<file path="config.mk">
export PLATFORM = sky130hd
export DESIGN_NAME = pscc_power_ctrl
export DESIGN_NICKNAME = d
export VERILOG_FILES = /design/src/hdl/pscc_pkg.sv /design/src/hdl/pscc_cfg_if.sv /design/src/hdl/pscc_power_ctrl.sv /design/src/hdl/pscc_cfg_store.sv
export SDC_FILE = /design/constraint.sdc
export NUM_CORES = 1
export LEC_CHECK = 0
export BUFFER_PORTS_ARGS = -buffer_cell sky130_fd_sc_hd__buf_2
export CAP_MARGIN = 20
export CORE_ASPECT_RATIO = 1.5
export CORE_MARGIN = 5
export CORE_UTILIZATION = 30
export DETAILED_ROUTE_END_ITERATION = 6
export GPL_TIMING_DRIVEN = 0
export PLACE_DENSITY = 0.5
export SLEW_MARGIN = 20
export SYNTH_ARGS = -nofsm -noshare
export SYNTH_HDL_FRONTEND = slang
export SYNTH_SLANG_ARGS = --single-unit
</file>
<file path="constraint.sdc">
create_clock -name ref_clk -period 12.9 [get_ports ref_clk]
set_input_delay 2.58 -clock ref_clk [delete_from_list [all_inputs] [get_ports ref_clk]]
set_output_delay 2.58 -clock ref_clk [all_outputs]
set_load 0.05 [all_outputs]
</file>
<file path="src/hdl/pscc_pkg.sv">
// pscc_pkg: constants, pin bundle and state types for the power state and
// configuration controller.
// assumes a single 10 MHz ref_clk; all timing counts derive from its period.
package pscc_pkg;

    localparam int CLK_PERIOD_NS = 100;

    // power-up reset duration, a longest time, so rounded down
    localparam int POR_TIME_NS   = 10000;
    localparam int POR_CYC_RAW   = POR_TIME_NS / CLK_PERIOD_NS;
    localparam int POR_CYCLES    = (POR_CYC_RAW < 1) ? 1 : POR_CYC_RAW;

    // wake to output valid window: least rounds up, longest rounds down
    localparam int WAKE_MIN_NS   = 5;
    localparam int WAKE_MAX_NS   = 45;
    localparam int WAKE_MIN_RAW  = (WAKE_MIN_NS + CLK_PERIOD_NS - 1) / CLK_PERIOD_NS;
    localparam int WAKE_MAX_RAW  = WAKE_MAX_NS / CLK_PERIOD_NS;
    localparam int WAKE_MIN_CYC  = (WAKE_MIN_RAW < 1) ? 1 : WAKE_MIN_RAW;
    localparam int WAKE_MAX_CYC  = (WAKE_MAX_RAW < 1) ? 1 : WAKE_MAX_RAW;
    localparam int WAKE_CYCLES   = (WAKE_MIN_CYC > WAKE_MAX_CYC) ? WAKE_MAX_CYC
                                                                  : WAKE_MIN_CYC;

    localparam int CNT_W         = 8;
    localparam logic [CNT_W-1:0] POR_LAST  = CNT_W'(POR_CYCLES - 1);
    localparam logic [CNT_W-1:0] WAKE_LAST = CNT_W'(WAKE_CYCLES - 1);
    localparam logic [CNT_W-1:0] CNT_ZERO  = 8'h00;

    // registered outputs and configuration store geometry
    localparam int NUM_REGS      = 8;
    localparam int BYTE_W        = 8;
    localparam int CFG_WORDS     = 16;
    localparam int SIG_BITS      = 64;
    localparam int SIG_WORDS     = SIG_BITS / BYTE_W;
    localparam int ADDR_W        = 5;
    localparam int CSUM_W        = 16;
    localparam logic [ADDR_W-1:0] SIG_BASE  = 5'h10;
    localparam logic [ADDR_W-1:0] ADDR_LAST = 5'h17;

    localparam logic [NUM_REGS-1:0] REG_RESET = 8'h00;
    localparam logic [BYTE_W-1:0]   BYTE_ZERO = 8'h00;
    localparam logic [CSUM_W-1:0]   CSUM_ZERO = 16'h0000;

    typedef enum logic [3:0] {
        ST_POR     = 4'h1,
        ST_ACTIVE  = 4'h2,
        ST_STANDBY = 4'h4,
        ST_WAKE    = 4'h8
    } pscc_pwr_t;

    // every pin that enters from outside, sampled as one bundle
    typedef struct packed {
        logic                powerDownRequestPin;
        logic                devClk;
        logic                outEnableN;
        logic                progMode;
        logic                progWrite;
        logic                progSecure;
        logic                readReq;
        logic                preloadEn;
        logic [NUM_REGS-1:0] arrayNext;
        logic [NUM_REGS-1:0] preloadData;
        logic [ADDR_W-1:0]   progAddr;
        logic [BYTE_W-1:0]   progData;
    } pscc_pins_t;

endpackage

</file>
<file path="src/hdl/pscc_cfg_if.sv">
// pscc_cfg_if: carrier between the controller and the configuration store.
// assumes both ends run on ref_clk.
`timescale 1ns/1ps
`default_nettype none
interface pscc_cfg_if;
    import pscc_pkg::*;
    logic                  erase;
    logic                  wrEn;
    logic [ADDR_W-1:0]     wrAddr;
    logic [BYTE_W-1:0]     wrData;
    logic                  secureSet;
    logic [ADDR_W-1:0]     rdAddr;
    logic [BYTE_W-1:0]     rdData;
    logic                  secured;
    logic [CSUM_W-1:0]     checksum;

    modport ctrl  (output erase, wrEn, wrAddr, wrData, secureSet, rdAddr,
                   input  rdData, secured, checksum);
    modport store (input  erase, wrEn, wrAddr, wrData, secureSet, rdAddr,
                   output rdData, secured, checksum);
endinterface
`default_nettype wire

</file>
<file path="src/hdl/pscc_power_ctrl.sv">
// pscc_power_ctrl: power state sequencing, power-up reset of the registered
// outputs, test preload, and programming and read-back of the configuration.
// assumes every input is an asynchronous pin and is synchronised here; the
// device clock pin is sampled and its rising edge used as a load enable.
// pin pulses under one ref_clk period may be missed.
`timescale 1ns/1ps
`default_nettype none
module pscc_power_ctrl (
    input  wire logic                          ref_clk,
    input  wire logic                          rst,
    input  wire logic                          powerDownRequestPin,
    input  wire logic                          devClk,
    input  wire logic                          outEnableN,
    input  wire logic [pscc_pkg::NUM_REGS-1:0] arrayNext,
    input  wire logic                          preloadEn,
    input  wire logic [pscc_pkg::NUM_REGS-1:0] preloadData,
    input  wire logic                          progMode,
    input  wire logic                          progWrite,
    input  wire logic                          progSecure,
    input  wire logic [pscc_pkg::ADDR_W-1:0]   progAddr,
    input  wire logic [pscc_pkg::BYTE_W-1:0]   progData,
    input  wire logic                          readReq,
    output logic      [pscc_pkg::NUM_REGS-1:0] regPinOut,
    output logic      [pscc_pkg::NUM_REGS-1:0] regPinOeN,
    output logic                               outputsValid,
    output logic                               standby,
    output logic                               porDone,
    output logic      [pscc_pkg::BYTE_W-1:0]   readData,
    output logic                               readValid,
    output logic                               readRefused,
    output logic                               securedOut,
    output logic      [pscc_pkg::CSUM_W-1:0]   checksum
);
    import pscc_pkg::*;

    // one packed record: two sync stages, an edge stage,
    // power states, output image and store strobes
    typedef struct packed {
        pscc_pins_t              syncA;
        pscc_pins_t              syncB;
        pscc_pins_t              prevB;
        pscc_pwr_t               state;
        logic [CNT_W-1:0]        cnt;
        logic [NUM_REGS-1:0]     regQ;
        logic [NUM_REGS-1:0]     pinOut;
        logic [NUM_REGS-1:0]     pinOeN;
        logic                    outValid;
        logic                    standby;
        logic                    porDone;
        logic [BYTE_W-1:0]       rdData;
        logic                    rdValid;
        logic                    rdRefused;
        logic                    secured;
        logic [CSUM_W-1:0]       csum;
        logic                    erase;
        logic                    wrEn;
        logic [ADDR_W-1:0]       wrAddr;
        logic [BYTE_W-1:0]       wrData;
        logic                    secureSet;
    } pscc_ctrl_t;

    // reset image: registers low, pins high, outputs off
    localparam pscc_ctrl_t CTRL_RESET = '{
        syncA:     '0,
        syncB:     '0,
        prevB:     '0,
        state:     ST_POR,
        cnt:       CNT_ZERO,
        regQ:      REG_RESET,
        pinOut:    ~REG_RESET,
        pinOeN:    '1,
        outValid:  1'b0,
        standby:   1'b0,
        porDone:   1'b0,
        rdData:    BYTE_ZERO,
        rdValid:   1'b0,
        rdRefused: 1'b0,
        secured:   1'b0,
        csum:      CSUM_ZERO,
        erase:     1'b0,
        wrEn:      1'b0,
        wrAddr:    '0,
        wrData:    BYTE_ZERO,
        secureSet: 1'b0
    };

    // every output is a field of c_ff
    pscc_ctrl_t c_ff;
    pscc_ctrl_t nxt_c;
    pscc_pins_t pinsIn;
    pscc_cfg_if cfgBus ();

    // store reads are combinational; writes land one edge
    // after the strobe, status copies one edge later
    pscc_cfg_store u_store (
        .ref_clk (ref_clk),
        .rst     (rst),
        .cfg     (cfgBus)
    );

    // gather pins into one bundle for the two-stage synchroniser
    // data and clock share one delay, so loads see aligned data
    always_comb begin
        pinsIn.powerDownRequestPin = powerDownRequestPin;
        pinsIn.devClk              = devClk;
        pinsIn.outEnableN          = outEnableN;
        pinsIn.progMode            = progMode;
        pinsIn.progWrite           = progWrite;
        pinsIn.progSecure          = progSecure;
        pinsIn.readReq             = readReq;
        pinsIn.preloadEn           = preloadEn;
        pinsIn.arrayNext           = arrayNext;
        pinsIn.preloadData         = preloadData;
        pinsIn.progAddr            = progAddr;
        pinsIn.progData            = progData;
    end

    // store strobes come straight from registers
    assign cfgBus.erase     = c_ff.erase;
    assign cfgBus.wrEn      = c_ff.wrEn;
    assign cfgBus.wrAddr    = c_ff.wrAddr;
    assign cfgBus.wrData    = c_ff.wrData;
    assign cfgBus.secureSet = c_ff.secureSet;
    // read address is live; its data is taken on a read edge
    assign cfgBus.rdAddr    = c_ff.syncB.progAddr;

    // whole next state of the controller
    always_comb begin
        logic clkRise;
        logic progRise;
        logic wrRise;
        logic secRise;
        logic rdRise;
        logic pdHigh;
        logic [NUM_REGS-1:0] loadVal;
        clkRise  = 1'b0;
        progRise = 1'b0;
        wrRise   = 1'b0;
        secRise  = 1'b0;
        rdRise   = 1'b0;
        pdHigh   = 1'b0;
        loadVal  = REG_RESET;

        nxt_c = c_ff;
        // pin stages shift every edge, in every state
        nxt_c.syncA = pinsIn;
        nxt_c.syncB = c_ff.syncA;
        nxt_c.prevB = c_ff.syncB;

        // one strobe per pin edge, from stage two and its copy
        clkRise  = c_ff.syncB.devClk && !c_ff.prevB.devClk;
        progRise = c_ff.syncB.progMode && !c_ff.prevB.progMode;
        wrRise   = c_ff.syncB.progWrite && !c_ff.prevB.progWrite;
        secRise  = c_ff.syncB.progSecure && !c_ff.prevB.progSecure;
        rdRise   = c_ff.syncB.readReq && !c_ff.prevB.readReq;
        // the power-down pin only reaches the state machine
        pdHigh   = c_ff.syncB.powerDownRequestPin;

        // preload overrides the array feedback path for test
        // illegal states can be forced this way
        if (c_ff.syncB.preloadEn) begin
            loadVal = c_ff.syncB.preloadData;
        end else begin
            loadVal = c_ff.syncB.arrayNext;
        end

        // strobes and the read pulse last one cycle
        nxt_c.erase     = 1'b0;
        nxt_c.wrEn      = 1'b0;
        nxt_c.secureSet = 1'b0;
        nxt_c.rdValid   = 1'b0;

        // one-hot states; an unknown code restarts power-up
        case (c_ff.state)
            ST_POR: begin
                // clock edges ignored until the reset interval expires
                // enable pin followed, so reset level shows
                nxt_c.regQ    = REG_RESET;
                nxt_c.pinOut  = ~REG_RESET;
                nxt_c.pinOeN  = {NUM_REGS{c_ff.syncB.outEnableN}};
                nxt_c.cnt     = c_ff.cnt + 1'b1;
                // ends on the last count, inside the limit
                if (c_ff.cnt == POR_LAST) begin
                    nxt_c.cnt      = CNT_ZERO;
                    nxt_c.porDone  = 1'b1;
                    nxt_c.outValid = 1'b1;
                    nxt_c.state    = ST_ACTIVE;
                end
            end

            ST_ACTIVE: begin
                if (pdHigh) begin
                    // stop sampling at once; held state stays put
                    // a clock edge arriving with the request is dropped
                    nxt_c.standby  = 1'b1;
                    nxt_c.outValid = 1'b0;
                    nxt_c.state    = ST_STANDBY;
                end else begin
                    // enable follows its pin only while active or in power-up reset
                    nxt_c.pinOeN = {NUM_REGS{c_ff.syncB.outEnableN}};
                    if (clkRise) begin
                        nxt_c.regQ   = loadVal;
                        nxt_c.pinOut = ~loadVal;
                    end
                end
            end

            ST_STANDBY: begin
                // inputs and clock are don't-care; registers retained
                // enable image frozen as well
                nxt_c.regQ = c_ff.regQ;
                // release goes through the synchroniser too
                if (!pdHigh) begin
                    nxt_c.standby = 1'b0;
                    nxt_c.cnt     = CNT_ZERO;
                    nxt_c.state   = ST_WAKE;
                end
            end

            ST_WAKE: begin
                // outputs reappear one cycle after wake starts, held value intact
                // a new request here skips the valid flag
                nxt_c.cnt = c_ff.cnt + 1'b1;
                if (pdHigh) begin
                    nxt_c.standby = 1'b1;
                    nxt_c.state   = ST_STANDBY;
                end else if (c_ff.cnt == WAKE_LAST) begin
                    nxt_c.cnt      = CNT_ZERO;
                    nxt_c.pinOut   = ~c_ff.regQ;
                    nxt_c.outValid = 1'b1;
                    nxt_c.state    = ST_ACTIVE;
                end
            end

            default: begin
                nxt_c.state = ST_POR;
                nxt_c.cnt   = CNT_ZERO;
            end
        endcase

        // programming: entering the mode always erases first
        if (progRise) begin
            nxt_c.erase = 1'b1;
        end else if (c_ff.syncB.progMode && wrRise) begin
            nxt_c.wrEn   = 1'b1;
            nxt_c.wrAddr = c_ff.syncB.progAddr;
            nxt_c.wrData = c_ff.syncB.progData;
        end

        // a set arriving with the erase survives it: the store
        // applies it after wiping, so the set wins
        if (c_ff.syncB.progMode && secRise) begin
            nxt_c.secureSet = 1'b1;
        end

        // read-back: signature always open, array bits closed once secured
        // a refused read still pulses readValid
        if (rdRise) begin
            nxt_c.rdValid = 1'b1;
            // the signature range is never guarded
            if (c_ff.syncB.progAddr >= SIG_BASE) begin
                nxt_c.rdData    = cfgBus.rdData;
                nxt_c.rdRefused = 1'b0;
            end else if (cfgBus.secured) begin
                nxt_c.rdData    = BYTE_ZERO;
                nxt_c.rdRefused = 1'b1;
            end else begin
                nxt_c.rdData    = cfgBus.rdData;
                nxt_c.rdRefused = 1'b0;
            end
        end

        // status copies trail the store by one edge
        nxt_c.secured = cfgBus.secured;
        nxt_c.csum    = cfgBus.checksum;
    end

    // the reset branch loads a constant image only
    always_ff @(posedge ref_clk or posedge rst) begin
        if (rst) begin
            c_ff <= CTRL_RESET;
        end else begin
            c_ff <= nxt_c;
        end
    end

    // every output taken straight from the state register
    // nothing combinational reaches a pin
    assign regPinOut    = c_ff.pinOut;
    assign regPinOeN    = c_ff.pinOeN;
    assign outputsValid = c_ff.outValid;
    assign standby      = c_ff.standby;
    assign porDone      = c_ff.porDone;
    assign readData     = c_ff.rdData;
    assign readValid    = c_ff.rdValid;
    assign readRefused  = c_ff.rdRefused;
    assign securedOut   = c_ff.secured;
    assign checksum     = c_ff.csum;
endmodule
`default_nettype wire

</file>
<file path="src/hdl/pscc_cfg_store.sv">
// pscc_cfg_store: configuration words, signature words, security cell and
// checksum over the configuration and signature words.
// assumes the controller issues erase before writes of a programming cycle.
`timescale 1ns/1ps
`default_nettype none
module pscc_cfg_store (
    input  wire logic ref_clk,
    input  wire logic rst,
    pscc_cfg_if.store cfg
);
    import pscc_pkg::*;

    typedef struct packed {
        logic [CFG_WORDS-1:0][BYTE_W-1:0] words;
        logic [SIG_WORDS-1:0][BYTE_W-1:0] sig;
        logic                             secure;
    } pscc_store_t;

    pscc_store_t st_ff;
    pscc_store_t nxt_st;
    logic [CSUM_W-1:0] sum;

    // erase wipes everything, security included, before any write lands
    always_comb begin
        nxt_st = st_ff;
        if (cfg.erase) begin
            nxt_st = '0;
        end else begin
            if (cfg.wrEn && cfg.wrAddr < SIG_BASE) begin
                nxt_st.words[cfg.wrAddr[3:0]] = cfg.wrData;
            end else if (cfg.wrEn && cfg.wrAddr <= ADDR_LAST) begin
                nxt_st.sig[cfg.wrAddr[2:0]] = cfg.wrData;
            end
        end
        // a set meeting the erase lands after it
        if (cfg.secureSet) begin
            nxt_st.secure = 1'b1;
        end
    end

    always_ff @(posedge ref_clk or posedge rst) begin
        if (rst) begin
            st_ff <= '0;
        end else begin
            st_ff <= nxt_st;
        end
    end

    // checksum spans configuration and signature bytes alike
    always_comb begin
        sum = CSUM_ZERO;
        for (int i = 0; i < CFG_WORDS; i++) begin
            sum = sum + {BYTE_ZERO, st_ff.words[i]};
        end
        for (int j = 0; j < SIG_WORDS; j++) begin
            sum = sum + {BYTE_ZERO, st_ff.sig[j]};
        end
    end

    // raw read; the controller decides whether it may leave the device
    always_comb begin
        if (cfg.rdAddr < SIG_BASE) begin
            cfg.rdData = st_ff.words[cfg.rdAddr[3:0]];
        end else if (cfg.rdAddr <= ADDR_LAST) begin
            cfg.rdData = st_ff.sig[cfg.rdAddr[2:0]];
        end else begin
            cfg.rdData = BYTE_ZERO;
        end
    end

    assign cfg.secured  = st_ff.secure;
    assign cfg.checksum = sum;
endmodule
`default_nettype wire

</file>
==> run metrics, run 1 <==
Post-Syn Area around 20000 um^2; Distinct cells, synth 66; largest area contributor in the netlist dfrtp_1; clock-pin slew on the worst setup and hold paths approximately 0.060 ns; FFs w/ async S/R, synth 100.0%; initial cell density of the core between 30% and 40%; maximum root-to-sink buffer count 3; Vias per Instance ~4.8; worst reg-to-reg setup slack a little under 6 ns; slew margin rel. 28.43%; syn_area_per_cell between 10 and 15 um^2; Die Span X roughly 220 um; slowest stage cell, crit path fa_1; via count 13530; Hold Buf Count CTS 0; Die Ht between 300 and 400 um; crit-path cells ha_1 -> inv_1 -> fa_1 -> nor2b_1 -> o21ai_0 -> a21boi_0 -> nor2_1 -> fa_1 -> inv_1 -> fa_1 -> fa_1 -> fa_1 -> fa_1 -> fa_1 -> inv_1 -> fa_1 -> ha_1 -> nor2b_1 -> o21ai_0 -> a21boi_0 -> o32ai_1 -> xnor2_1; CTS Buf Count 41; vias in the first global route 14430; first-pass GRT wire length a little over 90000 um; critical path arrival ~7.5 ns; Final Hold Fails 0; count of final max-slew check failures 0; fmax roughly 140 MHz; TNS Setup 0 ns; sequential area share after synthesis a little over two fifths; clk_skew roughly 0.034 ns; total track usage 16.94%; Nets 2146; Worst Hold Class register to register; Max Cap Viol 0; post-CTS setup buffer count 0; critical path class register to register; unrepaired setup endpoints after global routing no; Post-Route WL 60070 um; final period utilization a little over half; Most Frequent Cell on Critical Path fa_1; Layout fillers 6607; Top Ports 85; dpl ws 5.872 ns; TritonRoute pass-1 iters 5; Cell Pwr Density 117.3 nW/um^2; CP peak stage delay 0.66 ns; worst vdd ir slightly below 0.0001 V; placer congestion estimate approximately 0.9; CTS resizes 0; initial antenna violation count 0; drt wl/cell between 20 and 25 um; detailed placement HPWL 46230 um; Primary FF master, synth dfrtp_1; Port-buffer cells 81; core area roughly 66000 um^2; CTS tree yes; row cnt around 120; leakage dissipation between 10 and 15 nW; Area Overhead vs Synth 15.64%; top post-synthesis cells by area dfrtp_1, fa_1, mux4_2; critical path peak fanout 5; minimum clock period approximately 7 ns; Ys Warns 0; status finished, final reports clean; n_diodes 0; Clock Latency Late Sink between 0.5 and 0.6 ns; #FFs+latches synth about 340; worst slew pin tran 1.071 ns; post-route ant nets 0; CP endpoint kind register; CTS Root Cell clkbuf_16; GRT Residual Overflow 0; Post-synth EDFFs 0; worst path required time ~13 ns; Mapped Cells 1775; critical path startpoint category register; DRT iter0 DRCs approximately 920; layout cell share with drive strength beyond 1 around 17%; CTS Sinks 344; final setup vio count 0; CTS HTree Levels 2; largest net degree at the start of global routing between 100 and 150; DRC viols 0; setup ws final around 5.9 ns; top-area cell type share of the netlist area about 42%; die area around 71000 um^2
==> power breakdown <==
group | total [W] | internal, W | switching, W
combinational | 0.000305 | 0.0000799 | 0.000225
sequential | 0.00113 | 0.00111 | 0.0000158
clock | 0.00126 | 0.000749 | 0.000509
==> cell usage after synthesis, drive strengths merged (4+ instances only) <==
cell	n
a21o	5
a21oi	121
a221oi	6
a22oi	10
a31oi	5
and3	6
buf	60
clkbuf	80
dfrtp	334
dfstp	10
fa	165
ha	38
inv	226
mux2	14
mux2i	104
mux4	48
nand2	182
nand2b	6
nand3	111
nand4b	5
nor2	119
nor2b	10
nor3	7
nor3b	6
nor4	4
o21ai	23
o2bb2ai	5
o31ai	5
or2	5
or3	5
xnor2	7
xor2	8
==> cells in the final DEF (no fill, tap or decap), types with 23 or more instances in the layout <==
| cell | count |
|---|---|
| dfrtp_1 | 334 |
| fa_1 | 165 |
| buf_4 | 47 |
| nand2_1 | 182 |
| clkbuf_1 | 78 |
| a21oi_1 | 121 |
| mux2i_1 | 104 |
| mux4_2 | 48 |
| buf_2 | 92 |
| clkbuf_16 | 42 |
| inv_1 | 225 |
| nor2_1 | 112 |
| o21ai_0 | 23 |
| ha_1 | 38 |
| nand3_1 | 111 |
==> worst paths after layout <==
kind | to | from | cells past startpoint
min in group asynchronous | c_ff[159]$_DFF_PP0_ | rst | 2
worst min-delay path | c_ff[126]$_DFF_PP0_ | c_ff[163]$_DFF_PP0_ | 0
worst max-delay path | checksum[10]$_DFF_PP0_ | u_store.st_ff[65]$_DFFE_PP0P_ | 22
worst min register to register | c_ff[126]$_DFF_PP0_ | c_ff[163]$_DFF_PP0_ | 0
max in group asynchronous | u_store.st_ff[42]$_DFFE_PP0P_ | rst | 4
worst max register to register | checksum[10]$_DFF_PP0_ | u_store.st_ff[65]$_DFFE_PP0P_ | 22
==> final cells by class <==
cell class	instances	area, um^2	share of cell area [%]
clock buffers	53	1172	5.115
multi-input cells	1067	9634	42.04
flip-flops and latches	344	8621	37.62
well taps	877	1097	4.788
inverters	226	855.8	3.734
repair buffers	84	488.0	2.129
plain buffers	140	757.0	3.303
clock inverters	23	292.8	1.278
==> routing by layer <==
metal / GRT usage, % / share of wire (%) / vias to the layer above
met4: 9.067 / 6.4 / 0
met5: 0 / 0 / -
met2: 30.73 / 54 / 406
met1: 19.07 / 36 / 6940
met3: 2.217 / 4.1 / 140
li1: - / - / 6039
==> critical path: cells and delay by family, from the launching register on <==
kind / cells / cell delay [ns]
adder cells (fa/ha/maj): 10 / 4.52
AO/OA/AOI/OAI: 5 / 1.26
flip-flops: 1 / 0.41
AND/OR/NAND/NOR: 3 / 0.38
buffers and inverters: 3 / 0.17
XOR/XNOR: 1 / 0.15
==> flip-flops by register name (all words and copies together) (netlist names), 5 cells and up <==
name	cells
u_store.st_ff	192
c_ff	94
checksum	13
cfgBus.wrData	8
readData	8
regPinOut	8
cfgBus.rdAddr	5
cfgBus.wrAddr	5
==> kinds of logic after synthesis <==
group	share of synthesized area [%]
DFF	43.50
buffers and inverters	8.094
other	0.01892
AOI/OAI and AO/OA	5.840
and+or+nand+nor	11.31
xor gates and xnor gates	0.6629
adders and majority gates	19.07
muxes	11.50
==> metrics by stage <==
stage | util, % | instance area (um^2) | std cells | total power, W | hold WS, ns
after floorplan | - | 19830 | 1777 | 0.001334 | 0.3312
after global placement | 32.51 | 21330 | 2735 | 0.001446 | 0.3322
after detailed placement | 32.70 | 21450 | 2738 | 0.001453 | 0.3347
after CTS | 34.93 | 22920 | 2814 | 0.002730 | 0.3484
after global routing | 34.93 | 22920 | 2814 | 0.002789 | 0.3535
final | 34.93 | 22920 | 2814 | 0.002689 | 0.3461
No activity file was read; power rests on OpenSTA's default activity.
==> run 2: changes to the inputs <==
==> constraint.sdc (replaced) <==
create_clock -name ref_clk -period 7.1 [get_ports ref_clk]
set_input_delay 1.42 -clock ref_clk [delete_from_list [all_inputs] [get_ports ref_clk]]
set_output_delay 1.42 -clock ref_clk [all_outputs]
set_load 0.05 [all_outputs]
==> run metrics, run 2 (same netlist as run 1, synthesis figures left out) <==
status finished, final reports clean; commonest cells after routing, fill and taps aside dfrtp_1, inv_1, nand2_1, fa_1, a21oi_1; slew margin rel. 24.63% (-3.8 points); Port-buffer cells 81 (unchanged); Largest register FFs 192 (unchanged); GRT Residual Overflow 0 (unchanged); CP endpoint kind register; Switching Share 27.67% (-0.20 points); die area 71410 um^2 (unchanged); leakage dissipation 10.15 nW (+0.74%); GR Util met1 19.07% (about the same); Die Ht 324.8 um (unchanged); critical path class register to register; largest net degree at the start of global routing 34 (-67%); Internal 0.003532 W (+82%); minimum clock period 6.840 ns (-0.1647 ns); Clock Power Share 46.5% (-0.3 points); Post-Route WL 59700 um (-0.62%); Die Span X 219.9 um (unchanged); initial antenna violation count 0 (unchanged); Biggest register u_store.st_ff; detailed placement HPWL 46660 um (+0.92%); Top Ports 85 (unchanged); row cnt 115 (unchanged); critical path startpoint category register; post-route ant nets 0 (unchanged); vias in the first global route 14610 (+1.3%); total track usage 16.86% (-0.083 points); final core utilization 35.15% (+0.22 points); Cell Pwr Density 211.7 nW/um^2 (+80%); Switching Power 0.001351 W (+80%); TritonRoute pass-1 iters 5 (unchanged); CTS HTree Levels 2 (unchanged); drt wl/cell 21.16 um (-0.87%); worst slew pin tran 1.128 ns (+0.05683 ns); unrepaired setup endpoints after global routing no; Layout fillers 6641 (+0.51%); dpl ws -0.01444 ns (-5.886 ns); core area 65610 um^2 (unchanged); Worst Hold Class register to register; maximum root-to-sink buffer count 3 (unchanged); critical path peak fanout 4 (-1); first-pass GRT wire length 90890 um (about the same); final period utilization 96.34% (+42 points); commonest non-fill, non-tap cell in the layout dfrtp_1; layer with the highest usage met2; Max Cap Viol 0 (unchanged); combinational fraction of design power 11.6% (+0.3 points); worst path required time 7.61 ns (-5.76 ns); Vias per Instance 4.809 (about the same); Area Overhead vs Synth 16.38%; initial cell density of the core 30.20% (unchanged); CTS tree yes; CTS Sinks 344 (unchanged); via count 13570 (+0.30%); sequential power share 41.9% (about the same); count of final max-slew check failures 0 (unchanged); setup ws final 0.2602 ns (-5.635 ns); WHS 0.3448 ns (-0.001235 ns); M2 GR Usage 30.06% (-0.67 points); Nets 2155 (+0.42%); Final Hold Fails 0 (unchanged); clk_skew 0.03941 ns (+0.005630 ns); DRC viols 0 (unchanged); n_diodes 0 (unchanged); clock-pin slew on the worst setup and hold paths 0.06 ns (about the same); Clock Latency Late Sink 0.59 ns (about the same); worst vdd ir 0.0001882 V (+90%); critical path arrival 7.35 ns (-0.13 ns); fmax 146.2 MHz (+2.4%); placer congestion estimate 0.9099 (+1.0%); DRT iter0 DRCs 960 (+4.5%); layout cell share with drive strength beyond 1 17.18% (+0.45 points); CTS Buf Count 40 (-2.4%); final setup vio count 0 (unchanged); met3 Use GR 2.161% (-0.056 points); CTS Root Cell clkbuf_16
[run 2: cell types whose count changed in the layout (fill, tap and decap cells not counted), sizes merged]
cell | before | now
clkbuf | 133 | 125
clkinv | 10 | 15
buf | 144 | 154
inv | 229 | 228
clkinvlp | 5 | 3
bufinv | 5 | 8
[run 2: power by group through the flow]
stage               logic (W)  registers [W]  clock network, W
floorplan            0.000346        0.00208                 0
global placement     0.000543        0.00208                 0
detailed placement   0.000569        0.00208                 0
CTS                  0.000572        0.00205           0.00234
global route         0.000612        0.00205           0.00240
finish               0.000564        0.00205           0.00227
[run 2: metal layers]
| layer | up-vias | routed length, um |
|---|---|---|
| li1 | 6061 | - |
| met1 | 6958 | 21570 |
| met2 | 405 | 31470 |
| met3 | 141 | 2463 |
| met4 | 0 | 4190 |
| met5 | - | 0 |
[run 2: critical path, stage by stage, from the launching register on]
cell and delay (ns):
dfrtp_1 0.41, ha_1 0.23, inv_1 0.07, fa_1 0.40, nor2b_1 0.13, o21ai_0 0.14
a21boi_2 0.24, nor3_1 0.09, o21a_1 0.21, fa_1 0.48, inv_1 0.05, fa_1 0.39
fa_1 0.49, fa_1 0.72, fa_1 0.49, fa_1 0.46, fa_1 0.49, inv_1 0.04
ha_1 0.31, a21oi_1 0.25, o211ai_1 0.17, a21o_1 0.21, a21oi_1 0.17, xnor2_1 0.14
[run 2: path summary, 6_finish.rpt]
check                      slack [ns]                       endpoint  depth (start not counted)                     startpoint
max                              0.26         checksum[11]$_DFF_PP0_                         23  u_store.st_ff[65]$_DFFE_PP0P_
min in group asynchronous        0.80         checksum[11]$_DFF_PP0_                          2                            rst
min reg2reg                      0.34            c_ff[137]$_DFF_PP0_                          0            c_ff[174]$_DFF_PP0_
min                              0.34            c_ff[137]$_DFF_PP0_                          0            c_ff[174]$_DFF_PP0_
max reg2reg                      0.26         checksum[11]$_DFF_PP0_                         23  u_store.st_ff[65]$_DFFE_PP0P_
max in group asynchronous        4.63  u_store.st_ff[58]$_DFFE_PP0P_                          8                            rst
[run 2: through the flow]
stage          std cells  total power (W)  TNS (ns)  cell area (um^2)
2_1_floorplan       1777         0.002425         0             19830
3_3_place_gp        2735         0.002626   -407.72             21330
3_5_place_dp        2748         0.002651  -0.01444             21620
4_1_cts             2821         0.004954         0             23050
5_1_grt             2821         0.005063         0             23060
6_report            2821         0.004883         0             23060
[run 2: cell type report]
class	count	area, um^2	area share [%]
Clock inverter	28	389.1	1.687
Multi-Input combinational cell	1067	9642	41.81
Tap cell	877	1097	4.758
Timing Repair Buffer	94	665.6	2.886
Sequential cell	344	8621	37.38
Inverter	226	852.1	3.694
Buffer	140	757.0	3.282
Clock buffer	45	1040	4.508
[run 2: repair_timing]
item | 4_1_cts | 5_1_grt
endpoints found under the setup margin | 1 | 7
hold buffers | 0 | 0
resized for setup | 1 | 7
setup buffers | 0 | 0
pin swaps | 0 | 1
